`src/verilog/crf_defs.vh`:
```
// Purpose: constants for the core register file and flag register
// Assumes: included by bare name from the register file module
// Notes:   bit positions, widths, size codes and operation codes
`ifndef CRF_DEFS_VH
`define CRF_DEFS_VH

// flag register bit positions
`define CRF_FLAG_MASK    7
`define CRF_FLAG_UMASK   6
`define CRF_FLAG_HALF    5
`define CRF_FLAG_USER    4
`define CRF_FLAG_NEG     3
`define CRF_FLAG_ZERO    2
`define CRF_FLAG_OVF     1
`define CRF_FLAG_CARRY   0

// widths
`define CRF_DATA_W       32
`define CRF_PC_W         24
`define CRF_FLAG_W       8
`define CRF_NREG         8
`define CRF_SP_INDEX     3'h7

// operand size codes
`define CRF_SZ_BYTE      2'h0
`define CRF_SZ_WORD      2'h1
`define CRF_SZ_LONG      2'h2

// half-carry bit positions per size
`define CRF_HC_BYTE      3
`define CRF_HC_WORD      11
`define CRF_HC_LONG      27

// arithmetic operation codes
`define CRF_ALU_ADD      3'h0
`define CRF_ALU_ADDX     3'h1
`define CRF_ALU_SUB      3'h2
`define CRF_ALU_SUBX     3'h3
`define CRF_ALU_CMP      3'h4
`define CRF_ALU_NEG      3'h5

// flag register operations
`define CRF_FOP_NONE     3'h0
`define CRF_FOP_LOAD     3'h1
`define CRF_FOP_AND      3'h2
`define CRF_FOP_OR       3'h3
`define CRF_FOP_XOR      3'h4

// reset value of the mask bit; other bits are don't care, held at zero
`define CRF_FLAG_RST     8'h80

`endif

```
`src/verilog/crf_regfile.v`:
```
// Purpose: architectural register state of the core: eight wide general
//          registers, program counter and flag register with update logic
// Assumes: one clock clk_sys at 25 MHz, asynchronous active-high sys_rst;
//          decoder and ALU are on the same clock and drive one op per cycle
// Notes:   reads are registered, one cycle after the address

`include "crf_defs.vh"

module crf_regfile #(
  parameter DATA_W = `CRF_DATA_W,
  parameter PC_W   = `CRF_PC_W
) (
  input  wire              clk_sys,
  input  wire              sys_rst,
  // general register write port
  input  wire              wr_en,
  input  wire [2:0]        wr_idx,
  input  wire [1:0]        wr_size,
  input  wire              wr_upper,
  input  wire              wr_hibyte,
  input  wire [DATA_W-1:0] wr_data,
  // general register read port
  input  wire [2:0]        rd_idx,
  input  wire [1:0]        rd_size,
  input  wire              rd_upper,
  input  wire              rd_hibyte,
  output reg  [DATA_W-1:0] rd_data_q,
  output reg  [DATA_W-1:0] sp_q,
  // program counter
  input  wire              reset_vec_load,
  input  wire [PC_W-1:0]   reset_vec,
  input  wire              pc_load,
  input  wire [PC_W-1:0]   pc_data,
  output reg  [PC_W-1:0]   fetch_addr_q,
  // exception and interrupt gating
  input  wire              exc_start,
  input  wire              irq_req,
  input  wire              nmi_req,
  output reg               irq_accept_q,
  output reg               nmi_accept_q,
  // arithmetic flag update
  input  wire              alu_en,
  input  wire [2:0]        alu_op,
  input  wire [1:0]        alu_size,
  input  wire [DATA_W-1:0] alu_a,
  input  wire [DATA_W-1:0] alu_b,
  // logic, move or shift result flag update
  input  wire              res_en,
  input  wire [1:0]        res_size,
  input  wire [DATA_W-1:0] res_data,
  input  wire              res_carry_en,
  input  wire              res_carry,
  // bit accumulator
  input  wire              bacc_en,
  input  wire              bacc_val,
  // flag register operations
  input  wire [2:0]        flag_op,
  input  wire [`CRF_FLAG_W-1:0] flag_imm,
  output reg  [`CRF_FLAG_W-1:0] flag_reg_q,
  output reg  [DATA_W-1:0] alu_result_q,
  output reg  [3:0]        branch_flags_q
);

  ////////////////////////////////////////////////////////////////////////////
  // helpers

  // width mask per operand size
  // size code 3 is not used by the decoder and falls into longword
  function [DATA_W-1:0] size_mask;
    input [1:0] sz;
    begin
      case (sz)
        `CRF_SZ_BYTE: size_mask = 32'h0000_00ff;
        `CRF_SZ_WORD: size_mask = 32'h0000_ffff;
        default:      size_mask = 32'hffff_ffff;
      endcase
    end
  endfunction

  // sign bit of a value at the given size
  function sign_of;
    input [1:0]        sz;
    input [DATA_W-1:0] v;
    begin
      case (sz)
        `CRF_SZ_BYTE: sign_of = v[7];
        `CRF_SZ_WORD: sign_of = v[15];
        default:      sign_of = v[31];
      endcase
    end
  endfunction

  ////////////////////////////////////////////////////////////////////////////
  // general registers

  reg [DATA_W-1:0] gpr_q [0:`CRF_NREG-1];
  reg [DATA_W-1:0] lane_mask;
  reg [DATA_W-1:0] lane_data;

  // place write data in the addressed lane
  always @* begin
    lane_mask = 32'hffff_ffff;
    lane_data = wr_data;
    case (wr_size)
      `CRF_SZ_BYTE: begin
        if (wr_hibyte) begin
          lane_mask = 32'h0000_ff00;
          lane_data = {16'h0000, wr_data[7:0], 8'h00};
        end else begin
          lane_mask = 32'h0000_00ff;
          lane_data = {24'h00_0000, wr_data[7:0]};
        end
      end
      `CRF_SZ_WORD: begin
        if (wr_upper) begin
          lane_mask = 32'hffff_0000;
          lane_data = {wr_data[15:0], 16'h0000};
        end else begin
          lane_mask = 32'h0000_ffff;
          lane_data = {16'h0000, wr_data[15:0]};
        end
      end
      default: begin
        lane_mask = 32'hffff_ffff;
        lane_data = wr_data;
      end
    endcase
  end

  // registers carry no reset value; software sets them up
  // leaving out the reset keeps the array free of a wide reset fan-out
  always @(posedge clk_sys) begin
    if (wr_en) begin
      gpr_q[wr_idx] <= (gpr_q[wr_idx] & ~lane_mask) | (lane_data & lane_mask);
    end
  end

  // registered read, selected lane right-justified
  // a write in the same cycle is not forwarded, the read returns the old word
  // upper bits of narrow reads are zero so the datapath needs no extra masking
  always @(posedge clk_sys or posedge sys_rst) begin
    if (sys_rst) begin
      rd_data_q <= 32'h0000_0000;
      sp_q      <= 32'h0000_0000;
    end else begin
      // stack copy lags register seven by one cycle
      sp_q <= gpr_q[`CRF_SP_INDEX];
      case (rd_size)
        `CRF_SZ_BYTE: rd_data_q <= {24'h00_0000,
                                    rd_hibyte ? gpr_q[rd_idx][15:8] : gpr_q[rd_idx][7:0]};
        `CRF_SZ_WORD: rd_data_q <= {16'h0000,
                                    rd_upper ? gpr_q[rd_idx][31:16] : gpr_q[rd_idx][15:0]};
        default:      rd_data_q <= gpr_q[rd_idx];
      endcase
    end
  end

  ////////////////////////////////////////////////////////////////////////////
  // program counter

  reg [PC_W-1:0] pc_q;

  // vector load outranks a normal load arriving in the same cycle
  always @(posedge clk_sys or posedge sys_rst) begin
    if (sys_rst) begin
      pc_q <= 24'h00_0000;
    end else if (reset_vec_load) begin
      pc_q <= reset_vec;
    end else if (pc_load) begin
      pc_q <= pc_data;
    end
  end

  // fetch address with bit 0 forced low
  always @(posedge clk_sys or posedge sys_rst) begin
    if (sys_rst) begin
      fetch_addr_q <= 24'h00_0000;
    end else begin
      fetch_addr_q <= {pc_q[PC_W-1:1], 1'b0};
    end
  end

  ////////////////////////////////////////////////////////////////////////////
  // arithmetic flag computation

  reg [DATA_W:0]   sum_full;
  reg [DATA_W-1:0] a_m;
  reg [DATA_W-1:0] b_m;
  reg [DATA_W-1:0] op_b;
  reg [DATA_W-1:0] res_m;
  reg              cin;
  reg              is_sub;
  reg              carry_out;
  reg              half_out;
  reg              ovf;
  reg              hc_legal;
  reg [28:0]       low_sum;

  // operands masked to size so stale upper bits cannot reach the flags
  always @* begin
    a_m      = alu_a & size_mask(alu_size);
    b_m      = alu_b & size_mask(alu_size);
    is_sub   = (alu_op == `CRF_ALU_SUB) || (alu_op == `CRF_ALU_SUBX) ||
               (alu_op == `CRF_ALU_CMP) || (alu_op == `CRF_ALU_NEG);
    cin      = ((alu_op == `CRF_ALU_ADDX) || (alu_op == `CRF_ALU_SUBX)) ?
               flag_reg_q[`CRF_FLAG_CARRY] : 1'b0;
    // negate is zero minus the operand in b
    if (alu_op == `CRF_ALU_NEG) begin
      a_m = 32'h0000_0000;
    end
    op_b     = is_sub ? (~b_m & size_mask(alu_size)) : b_m;
    // borrow is the inverse of the adder carry, for both the full and the half flag
    // a - b - c  ==  a + ~b + 1 - c
    sum_full = {1'b0, a_m} + {1'b0, op_b} + {32'h0000_0000, (is_sub ? ~cin : cin)};
    res_m    = sum_full[DATA_W-1:0] & size_mask(alu_size);
    low_sum  = 29'h0000_0000;
    half_out = 1'b0;
    carry_out = 1'b0;
    case (alu_size)
      `CRF_SZ_BYTE: begin
        low_sum   = {24'h00_0000, 1'b0, a_m[3:0]} + {24'h00_0000, 1'b0, op_b[3:0]} +
                    {28'h000_0000, (is_sub ? ~cin : cin)};
        half_out  = low_sum[`CRF_HC_BYTE+1];
        carry_out = sum_full[8];
      end
      `CRF_SZ_WORD: begin
        low_sum   = {16'h0000, 1'b0, a_m[11:0]} + {16'h0000, 1'b0, op_b[11:0]} +
                    {28'h000_0000, (is_sub ? ~cin : cin)};
        half_out  = low_sum[`CRF_HC_WORD+1];
        carry_out = sum_full[16];
      end
      default: begin
        low_sum   = {1'b0, a_m[27:0]} + {1'b0, op_b[27:0]} +
                    {28'h000_0000, (is_sub ? ~cin : cin)};
        half_out  = low_sum[`CRF_HC_LONG+1];
        carry_out = sum_full[32];
      end
    endcase
    // carry into adder means no borrow on subtract
    if (is_sub) begin
      half_out  = ~half_out;
      carry_out = ~carry_out;
    end
    // extend forms exist only for bytes; other sizes leave half carry alone
    hc_legal = !(((alu_op == `CRF_ALU_ADDX) || (alu_op == `CRF_ALU_SUBX)) &&
                 (alu_size != `CRF_SZ_BYTE));
    ovf = (sign_of(alu_size, a_m) == sign_of(alu_size, op_b)) &&
          (sign_of(alu_size, res_m) != sign_of(alu_size, a_m));
  end

  ////////////////////////////////////////////////////////////////////////////
  // flag register

  reg [`CRF_FLAG_W-1:0] flag_d;

  // priority, lowest first: flag op, then alu or result update, then bit accumulator on carry,
  // then exception entry on the mask bit
  // bits 6 and 4 change only through flag ops; bit 6 is left to the interrupt controller
  always @* begin
    flag_d = flag_reg_q;
    case (flag_op)
      `CRF_FOP_LOAD: flag_d = flag_imm;
      `CRF_FOP_AND:  flag_d = flag_reg_q & flag_imm;
      `CRF_FOP_OR:   flag_d = flag_reg_q | flag_imm;
      `CRF_FOP_XOR:  flag_d = flag_reg_q ^ flag_imm;
      default:       flag_d = flag_reg_q;
    endcase
    if (alu_en) begin
      if (hc_legal) begin
        flag_d[`CRF_FLAG_HALF] = half_out;
      end
      flag_d[`CRF_FLAG_NEG]   = sign_of(alu_size, res_m);
      flag_d[`CRF_FLAG_ZERO]  = (res_m == 32'h0000_0000);
      flag_d[`CRF_FLAG_OVF]   = ovf;
      flag_d[`CRF_FLAG_CARRY] = carry_out;
    end else if (res_en) begin
      flag_d[`CRF_FLAG_NEG]  = sign_of(res_size, res_data);
      flag_d[`CRF_FLAG_ZERO] = ((res_data & size_mask(res_size)) == 32'h0000_0000);
      flag_d[`CRF_FLAG_OVF]  = 1'b0;
      if (res_carry_en) begin
        flag_d[`CRF_FLAG_CARRY] = res_carry;
      end
    end
    if (bacc_en) begin
      flag_d[`CRF_FLAG_CARRY] = bacc_val;
    end
    // exception entry wins over any other write to the mask bit
    if (exc_start) begin
      flag_d[`CRF_FLAG_MASK] = 1'b1;
    end
  end

  // reset loads the mask bit set and every other bit clear
  always @(posedge clk_sys or posedge sys_rst) begin
    if (sys_rst) begin
      flag_reg_q <= `CRF_FLAG_RST;
    end else begin
      flag_reg_q <= flag_d;
    end
  end

  ////////////////////////////////////////////////////////////////////////////
  // registered outputs: result, branch flags, interrupt acceptance

  always @(posedge clk_sys or posedge sys_rst) begin
    if (sys_rst) begin
      alu_result_q   <= 32'h0000_0000;
      branch_flags_q <= 4'h0;
      irq_accept_q   <= 1'b0;
      nmi_accept_q   <= 1'b0;
    end else begin
      alu_result_q   <= res_m;
      // taken from the next flag value so it lines up with flag_reg_q
      branch_flags_q <= flag_d[`CRF_FLAG_NEG:`CRF_FLAG_CARRY];
      // nmi wins over an irq in the same cycle; the mask bit never holds off nmi
      nmi_accept_q   <= nmi_req;
      irq_accept_q   <= irq_req && !flag_reg_q[`CRF_FLAG_MASK] && !nmi_req;
    end
  end

endmodule // crf_regfile
```
`config.mk`:
```
export PLATFORM = sky130hd
export DESIGN_NAME = crf_regfile
export DESIGN_NICKNAME = d
export VERILOG_FILES = /design/src/verilog/crf_regfile.v
export VERILOG_INCLUDE_DIRS = /design/src /design/src/verilog
export SDC_FILE = /design/constraint.sdc
export NUM_CORES = 1
export LEC_CHECK = 0
export ABC_AREA = 1
export BUFFER_PORTS_ARGS = -buffer_cell sky130_fd_sc_hd__clkbuf_2
export CORE_MARGIN = 5
export CORE_UTILIZATION = 57
export DETAILED_ROUTE_END_ITERATION = 16
export GPL_ROUTABILITY_DRIVEN = 1
export PLACE_DENSITY = 0.81
export SETUP_SLACK_MARGIN = 0.05
export SLEW_MARGIN = 20
export SYNTH_ARGS = -nofsm -noshare
export SYNTH_HDL_FRONTEND = slang
export SYNTH_SLANG_ARGS = --single-unit
```
`constraint.sdc`:
```
create_clock -name clk_sys -period 5.5 [get_ports clk_sys]
set_input_delay 1.1 -clock clk_sys [delete_from_list [all_inputs] [get_ports clk_sys]]
set_output_delay 1.1 -clock clk_sys [all_outputs]
set_load 0.02 [all_outputs]
```
Word level (Yosys, flattened, before mapping):

Memories as Yosys holds them, arrays and structs flattened. A register that Yosys moved wholly into a read port is not among the register bits.
Index checks and enable logic that the tools add are counted.

* shifts and indexed selects: 0
* bitwise gates (word level): 16
* div/mod/pow operators: 0
* $lt $le $gt $ge: 0
* eq/ne operators: 15
* $add $sub $neg: 8
* mux-type cells: 37
* $mul: 0
* reductions and logical operators: 20

Operators with widths (count)
* $pmux 32 s2: 5
* $and 32x32->32: 7
* $mux 32: 6
* $logic_not 32->1: 2
* $not 32->32: 2
* $mux 16: 3
* $mux 24: 2
* $add 32x32->33: 1
* $add 33x1->33: 1
* $or 32x32->32: 1
* $pmux 8 s4: 1
* $add 28x28->29: 1
* $add 29x1->29: 1
* $add 12x12->13: 1
* $add 13x1->13: 1
* $eq 3x2->1 const B: 4
* $pmux 1 s2: 6
* $mux 1: 11
* $eq 3x3->1 const B: 3
* $and 8x8->8: 1
* $eq 2x1->1 const B: 4
* $logic_not 2->1: 4
* $mux 4: 2
* $mux 8: 1
* other kinds (14): 25

* memories: 1
* RAM bits: 256
* output and inout bits: 134
* bits in latches: 0
* flip-flop bits (word level): 125
* word-level logic and storage cells: 107
* bits in read-only memories: 0

Memories
* gpr_q: words 8, bits a word 32, read ports 3, clocked after Yosys merged registers in 1, write ports 1, line crf_regfile.v:96 `` reg [DATA_W-1:0] gpr_q [0:`CRF_NREG-1]; ``

Depth between registers and ports, before layout:

* depth in word-level cells: 14
* depth in mapped cells: 26

Worst setup path before layout:

Ideal clock, no wire load.

* kind: input to register
* start point: input alu_op[1]
* end point: register branch_flags_q[2]
* setup slack: 1.760 ns
* data arrival time: 3.671 ns
* required time: 5.432 ns
* stages: 20
* buffers on the path: 2
* cells stage by stage: inv_1 nand2_2 nand2_2 clkbuf_1 buf_2 xnor2_1 fa_1 inv_1 fa_1 nor2_1 nand2_1 nor2_1 nand3_1 nor2_1 nand3_1 nor2_1 nand3_1 nor2_1 nand3_1 nand3_1

* longest elaborated chain between the ends: 10

RTL lines
* start, declared: line crf_regfile.v:43 `input wire [2:0] alu_op,`
* $eq 3x2->1 (no line)
* $logic_or 1x1->1 (3 in series): line crf_regfile.v:203 `` is_sub = (alu_op == `CRF_ALU_SUB) || (alu_op == `CRF_ALU_SUBX) || ``
* $mux 32: line crf_regfile.v:211 `op_b = is_sub ? (~b_m & size_mask(alu_size)) : b_m;`
* $add 32x32->33: line crf_regfile.v:214 `sum_full = {1'b0, a_m} + {1'b0, op_b} + {32'h0000_0000, (is_sub ? ~cin : cin)};`
* $add 33x1->33 (*): line crf_regfile.v:214
* $and 32x32->32 (*): line crf_regfile.v:215 `res_m = sum_full[DATA_W-1:0] & size_mask(alu_size);`
* via res_m[1]: line crf_regfile.v:190 `reg [DATA_W-1:0] res_m;`
* $logic_not 32->1 (*): line crf_regfile.v:273 `` flag_d[`CRF_FLAG_ZERO] = (res_m == 32'h0000_0000); ``
* $mux 4 (*): line crf_regfile.v:268 `if (alu_en) begin`
* end signal, assigned: line crf_regfile.v:314 `` branch_flags_q <= flag_d[`CRF_FLAG_NEG:`CRF_FLAG_CARRY]; ``
* end, declared: line crf_regfile.v:61 `output reg [3:0] branch_flags_q`

Mark *: on every way through the listed nets, which the timed path passes. The rest lies on a longest branch.
A chain may end at the register's enable or synchronous reset.

Final worst setup path:

* start point: input alu_op[1]
* end point: register branch_flags_q[2]

* longest elaborated chain between the ends: 10

RTL lines (line)
* $eq 3x2->1 (no line)
* $logic_or 1x1->1 (3 in series): crf_regfile.v:203
* $mux 32: crf_regfile.v:211
* $add 32x32->33: crf_regfile.v:214
* $add 33x1->33 (*): crf_regfile.v:214
* $and 32x32->32 (*): crf_regfile.v:215
* $logic_not 32->1 (*): crf_regfile.v:273
* $mux 4 (*): crf_regfile.v:268

Every way passes the cells marked *; elsewhere a longest branch is shown, timed or not.

==> impl_metrics.ini <==
[worst_setup_path]
cp-start-kind = input port
rr_startpoint = branch_flags_q[0]
worstPathRequired_ns = 5.95
r2r-end = branch_flags_q[2]
cp-end-kind = register
cp_data_arrival_time_ns = 4.42
reg2reg_slack_ns = 2.34
r2r_cells = 18
path_class = in2reg
crit_end = branch_flags_q[2]
worstPathMaxFanout = 36
crit_start = alu_op[1]

[yosys]
synth_mux_area_frac = 0.0004647
yosysSeqAreaShare = 0.5335
synth_fa_ha_area_frac = 0.02916
synth_edf_count = 256
yosysWarnings = 0
syn-instance-count = 2454
syn-num-nets = 2725
synth-xor-area-share = 0.007318
synth_top_family_by_area = simple AND/OR/NAND/NOR gates
syn_area_sq_um = 21540
synth_compound_gate_area_share = 0.1666
synthSimpleGateAreaFrac = 0.1734
synth_ff_type = edfxtp_1
synth.avg_cell_area_sq_um = 8.778
ys_seq_elements = 408
synth.distinct_cells = 54
async_flop_share = 0.3725

[pwr]
p_clk_frac = 0.368
p_seq_frac = 0.444
p_per_area_nw_per_um2 = 316.7
peakVddDrop_mv = 0.2851
power.leakage_uw = 0.01173
intPower_uw = 5637
power_frac_comb = 0.188
power_switching_uw = 2341
p_sw_frac = 0.2935

[sta]
finalSetupViolations = 0
fin_tns_setup_ns = 0
worst_pin_slew_ns = 1.198
report.final.slew_viol_count = 0
fin_crit_ns = 3.967
slew_headroom = 0.1930
whs_ns = 0.3711
hold_viol = 0
finClkSkew_ns = 0.01503
fin_crit_sh = 0.7213
rsz0062_at_grt = no
max_freq_ghz = 0.2521

[clock_tree]
cts_max_level = 2
cts_tree = yes
clk_latency_ns = 0.58
cts_buffer_depth = 3
clk_pin_slew_worst_paths_ns = 0.06
postCtsResizedCells = 0
ctsRootBufferMaster = clkbuf_16
postCtsSetupRepairBufs = 0
cts_hold_buf = 0
cts.sinks = 408
cts_made_buffers = 42

[worst_hold_path]
min_path_type = reg2reg
holdPathStages = 0
hold_start = pc_q[11]

[drt]
postRouteWirelength_um = 71500
viasPerCell = 5.874
vias = 19460
drt-initial-drc-count = 2066
wl_per_cell_um = 21.58
drtPass1Iterations = 5
final_antenna_net_count = 0
drcViolationCount = 0

[cells_and_area]
seq_area_sq_um = 11490
multi_input_area_sq_um = 8157
fillCellCount = 2972
drive_above_1_share = 0.1981
finalNetCount = 3034
area_growth_pct = 16.93

[die]
die_w_um = 204.4
initial_core_util = 0.5746
die-height_um = 204.4
core_sq_um = 37490
io-pin-count = 356
dieArea_sq_um = 41780
rows = 71

[job]
maxCapViolCount = 0

[grt]
grt_pass1_wl_um = 107000
overflow = 0
grt_max_degree = 90
antenna_found_initial = 7
grt_pass1_vias = 18870
grt_usage = 0.3338

[placed_design]
port_buffers = 352
place.gp.congestion = 1.014
dp_hpwl_um = 51870

[run_status]
status = finished clean
==> cells by family after synthesis <==
group                      after synthesis
adders and majority gates               49
muxes                                    1
and+or+nand+nor                        861
other                                    1
xor gates and xnor gates                18
buffers and inverters                  500
DFF                                    408
AOI/OAI and AO/OA                      616
==> cells in the final DEF, fill, tap and decap left out, types with 10 or more instances in the layout <==
cell type  synthesis  final
dfrtp_1          151    151
nand3_1          160    160
edfxtp_1         256    256
nand4_1           12     12
o211ai_1          67     67
nand2_1          425    425
clkbuf_2           0    349
nor2_1           180    171
o22ai_1           30     30
inv_1            370    367
nand2_2           22     22
o221a_2           15     15
clkbuf_8           0     10
a31oi_1           18     18
o2111ai_1         14     14
buf_4              5     35
or2_2             19     19
clkbuf_16          0     43
o221ai_1          10     10
nor2_2             6     14
a21oi_1          162    161
ha_1              47     47
o21ai_0          271    270
==> worst min-delay path by stage <==
stage / endpoint / slack, ns
CTS: fetch_addr_q[11] / 0.37
global route: fetch_addr_q[12] / 0.38
floorplan: fetch_addr_q[10] / 0.35
finish: fetch_addr_q[11] / 0.37
global placement: fetch_addr_q[13] / 0.36
detailed placement: fetch_addr_q[11] / 0.36
==> cell usage after synthesis, drive strengths merged (18+ instances only) <==
master / n / area share
o211ai: 67 / 0.023
nand2: 447 / 0.080
o21ai: 276 / 0.064
clkbuf: 80 / 0.014
dfrtp: 151 / 0.18
a31oi: 18 / 0.0052
inv: 377 / 0.066
ha: 47 / 0.027
nand3: 166 / 0.040
edfxtp: 256 / 0.36
buf: 41 / 0.0094
nor2: 191 / 0.036
o22ai: 30 / 0.0087
a21oi: 165 / 0.039
or2: 19 / 0.0055
==> routing by layer <==
metal	vias up	track usage	wire length, um
li1	8943	-	-
met1	9092	0.4193	26210
met2	1195	0.5456	33920
met3	229	0.08220	8032
met4	2	0.1608	3319
met5	-	0	13
==> state kept, by name, indices dropped and copies added (netlist names) <==
name / cells
gpr_q: 256
alu_result_q: 32
rd_data_q: 32
sp_q: 32
fetch_addr_q: 23
pc_q: 23
flag_reg_q: 5
branch_flags_q: 3
irq_accept_q: 1
nmi_accept_q: 1
==> power groups by stage <==
stage / clock network, uW / registers [uW] / logic (uW)
2_1_floorplan: 0 / 3710 / 795
3_3_place_gp: 0 / 3600 / 1440
3_5_place_dp: 0 / 3610 / 1470
4_1_cts: 2950 / 3540 / 1480
5_1_grt: 3090 / 3560 / 1630
6_report: 2930 / 3550 / 1500
==> through the flow <==
stage	util	worst slack [ns]	std cells	instance area, sq um	total power [uW]
5_1_grt	0.6719	1.164	3312	25190	8281
6_report	0.6719	1.533	3313	25190	7978
2_1_floorplan	-	0.3086	2454	21540	4505
3_3_place_gp	0.6335	0.9994	3230	23750	5040
3_5_place_dp	0.6335	0.9520	3230	23750	5076
4_1_cts	0.6715	1.565	3307	25170	7980
==> final cells by class <==
| type | count | share of cell area |
|---|---|---|
| diodes | 6 | 0.0005961 |
| clock buffers | 62 | 0.04952 |
| clock inverters | 15 | 0.007004 |
| inverters | 379 | 0.05668 |
| multi-input cells | 1546 | 0.3238 |
| flip-flops and latches | 408 | 0.4562 |
| well taps | 511 | 0.02538 |
| repair buffers | 386 | 0.08077 |
==> critical path, stage by stage <==
cell      delay (ns)
clkbuf_2        0.09
inv_1           0.04
nand2_2         0.09
nand2_2         0.47
xnor2_1         0.41
fa_1            0.23
inv_1           0.09
fa_1            0.48
nand2_1         0.11
nand3_1         0.06
nand3_1         0.08
nand2_1         0.11
nand2_1         0.13
nand2_1         0.11
nand2_1         0.12
nand2_1         0.06
nand2_1         0.06
nand3_1         0.10
nand2_1         0.18
nor2_1          0.07
nand3_1         0.13
nand3_1         0.10
No activity file was read; power rests on OpenSTA's default activity.
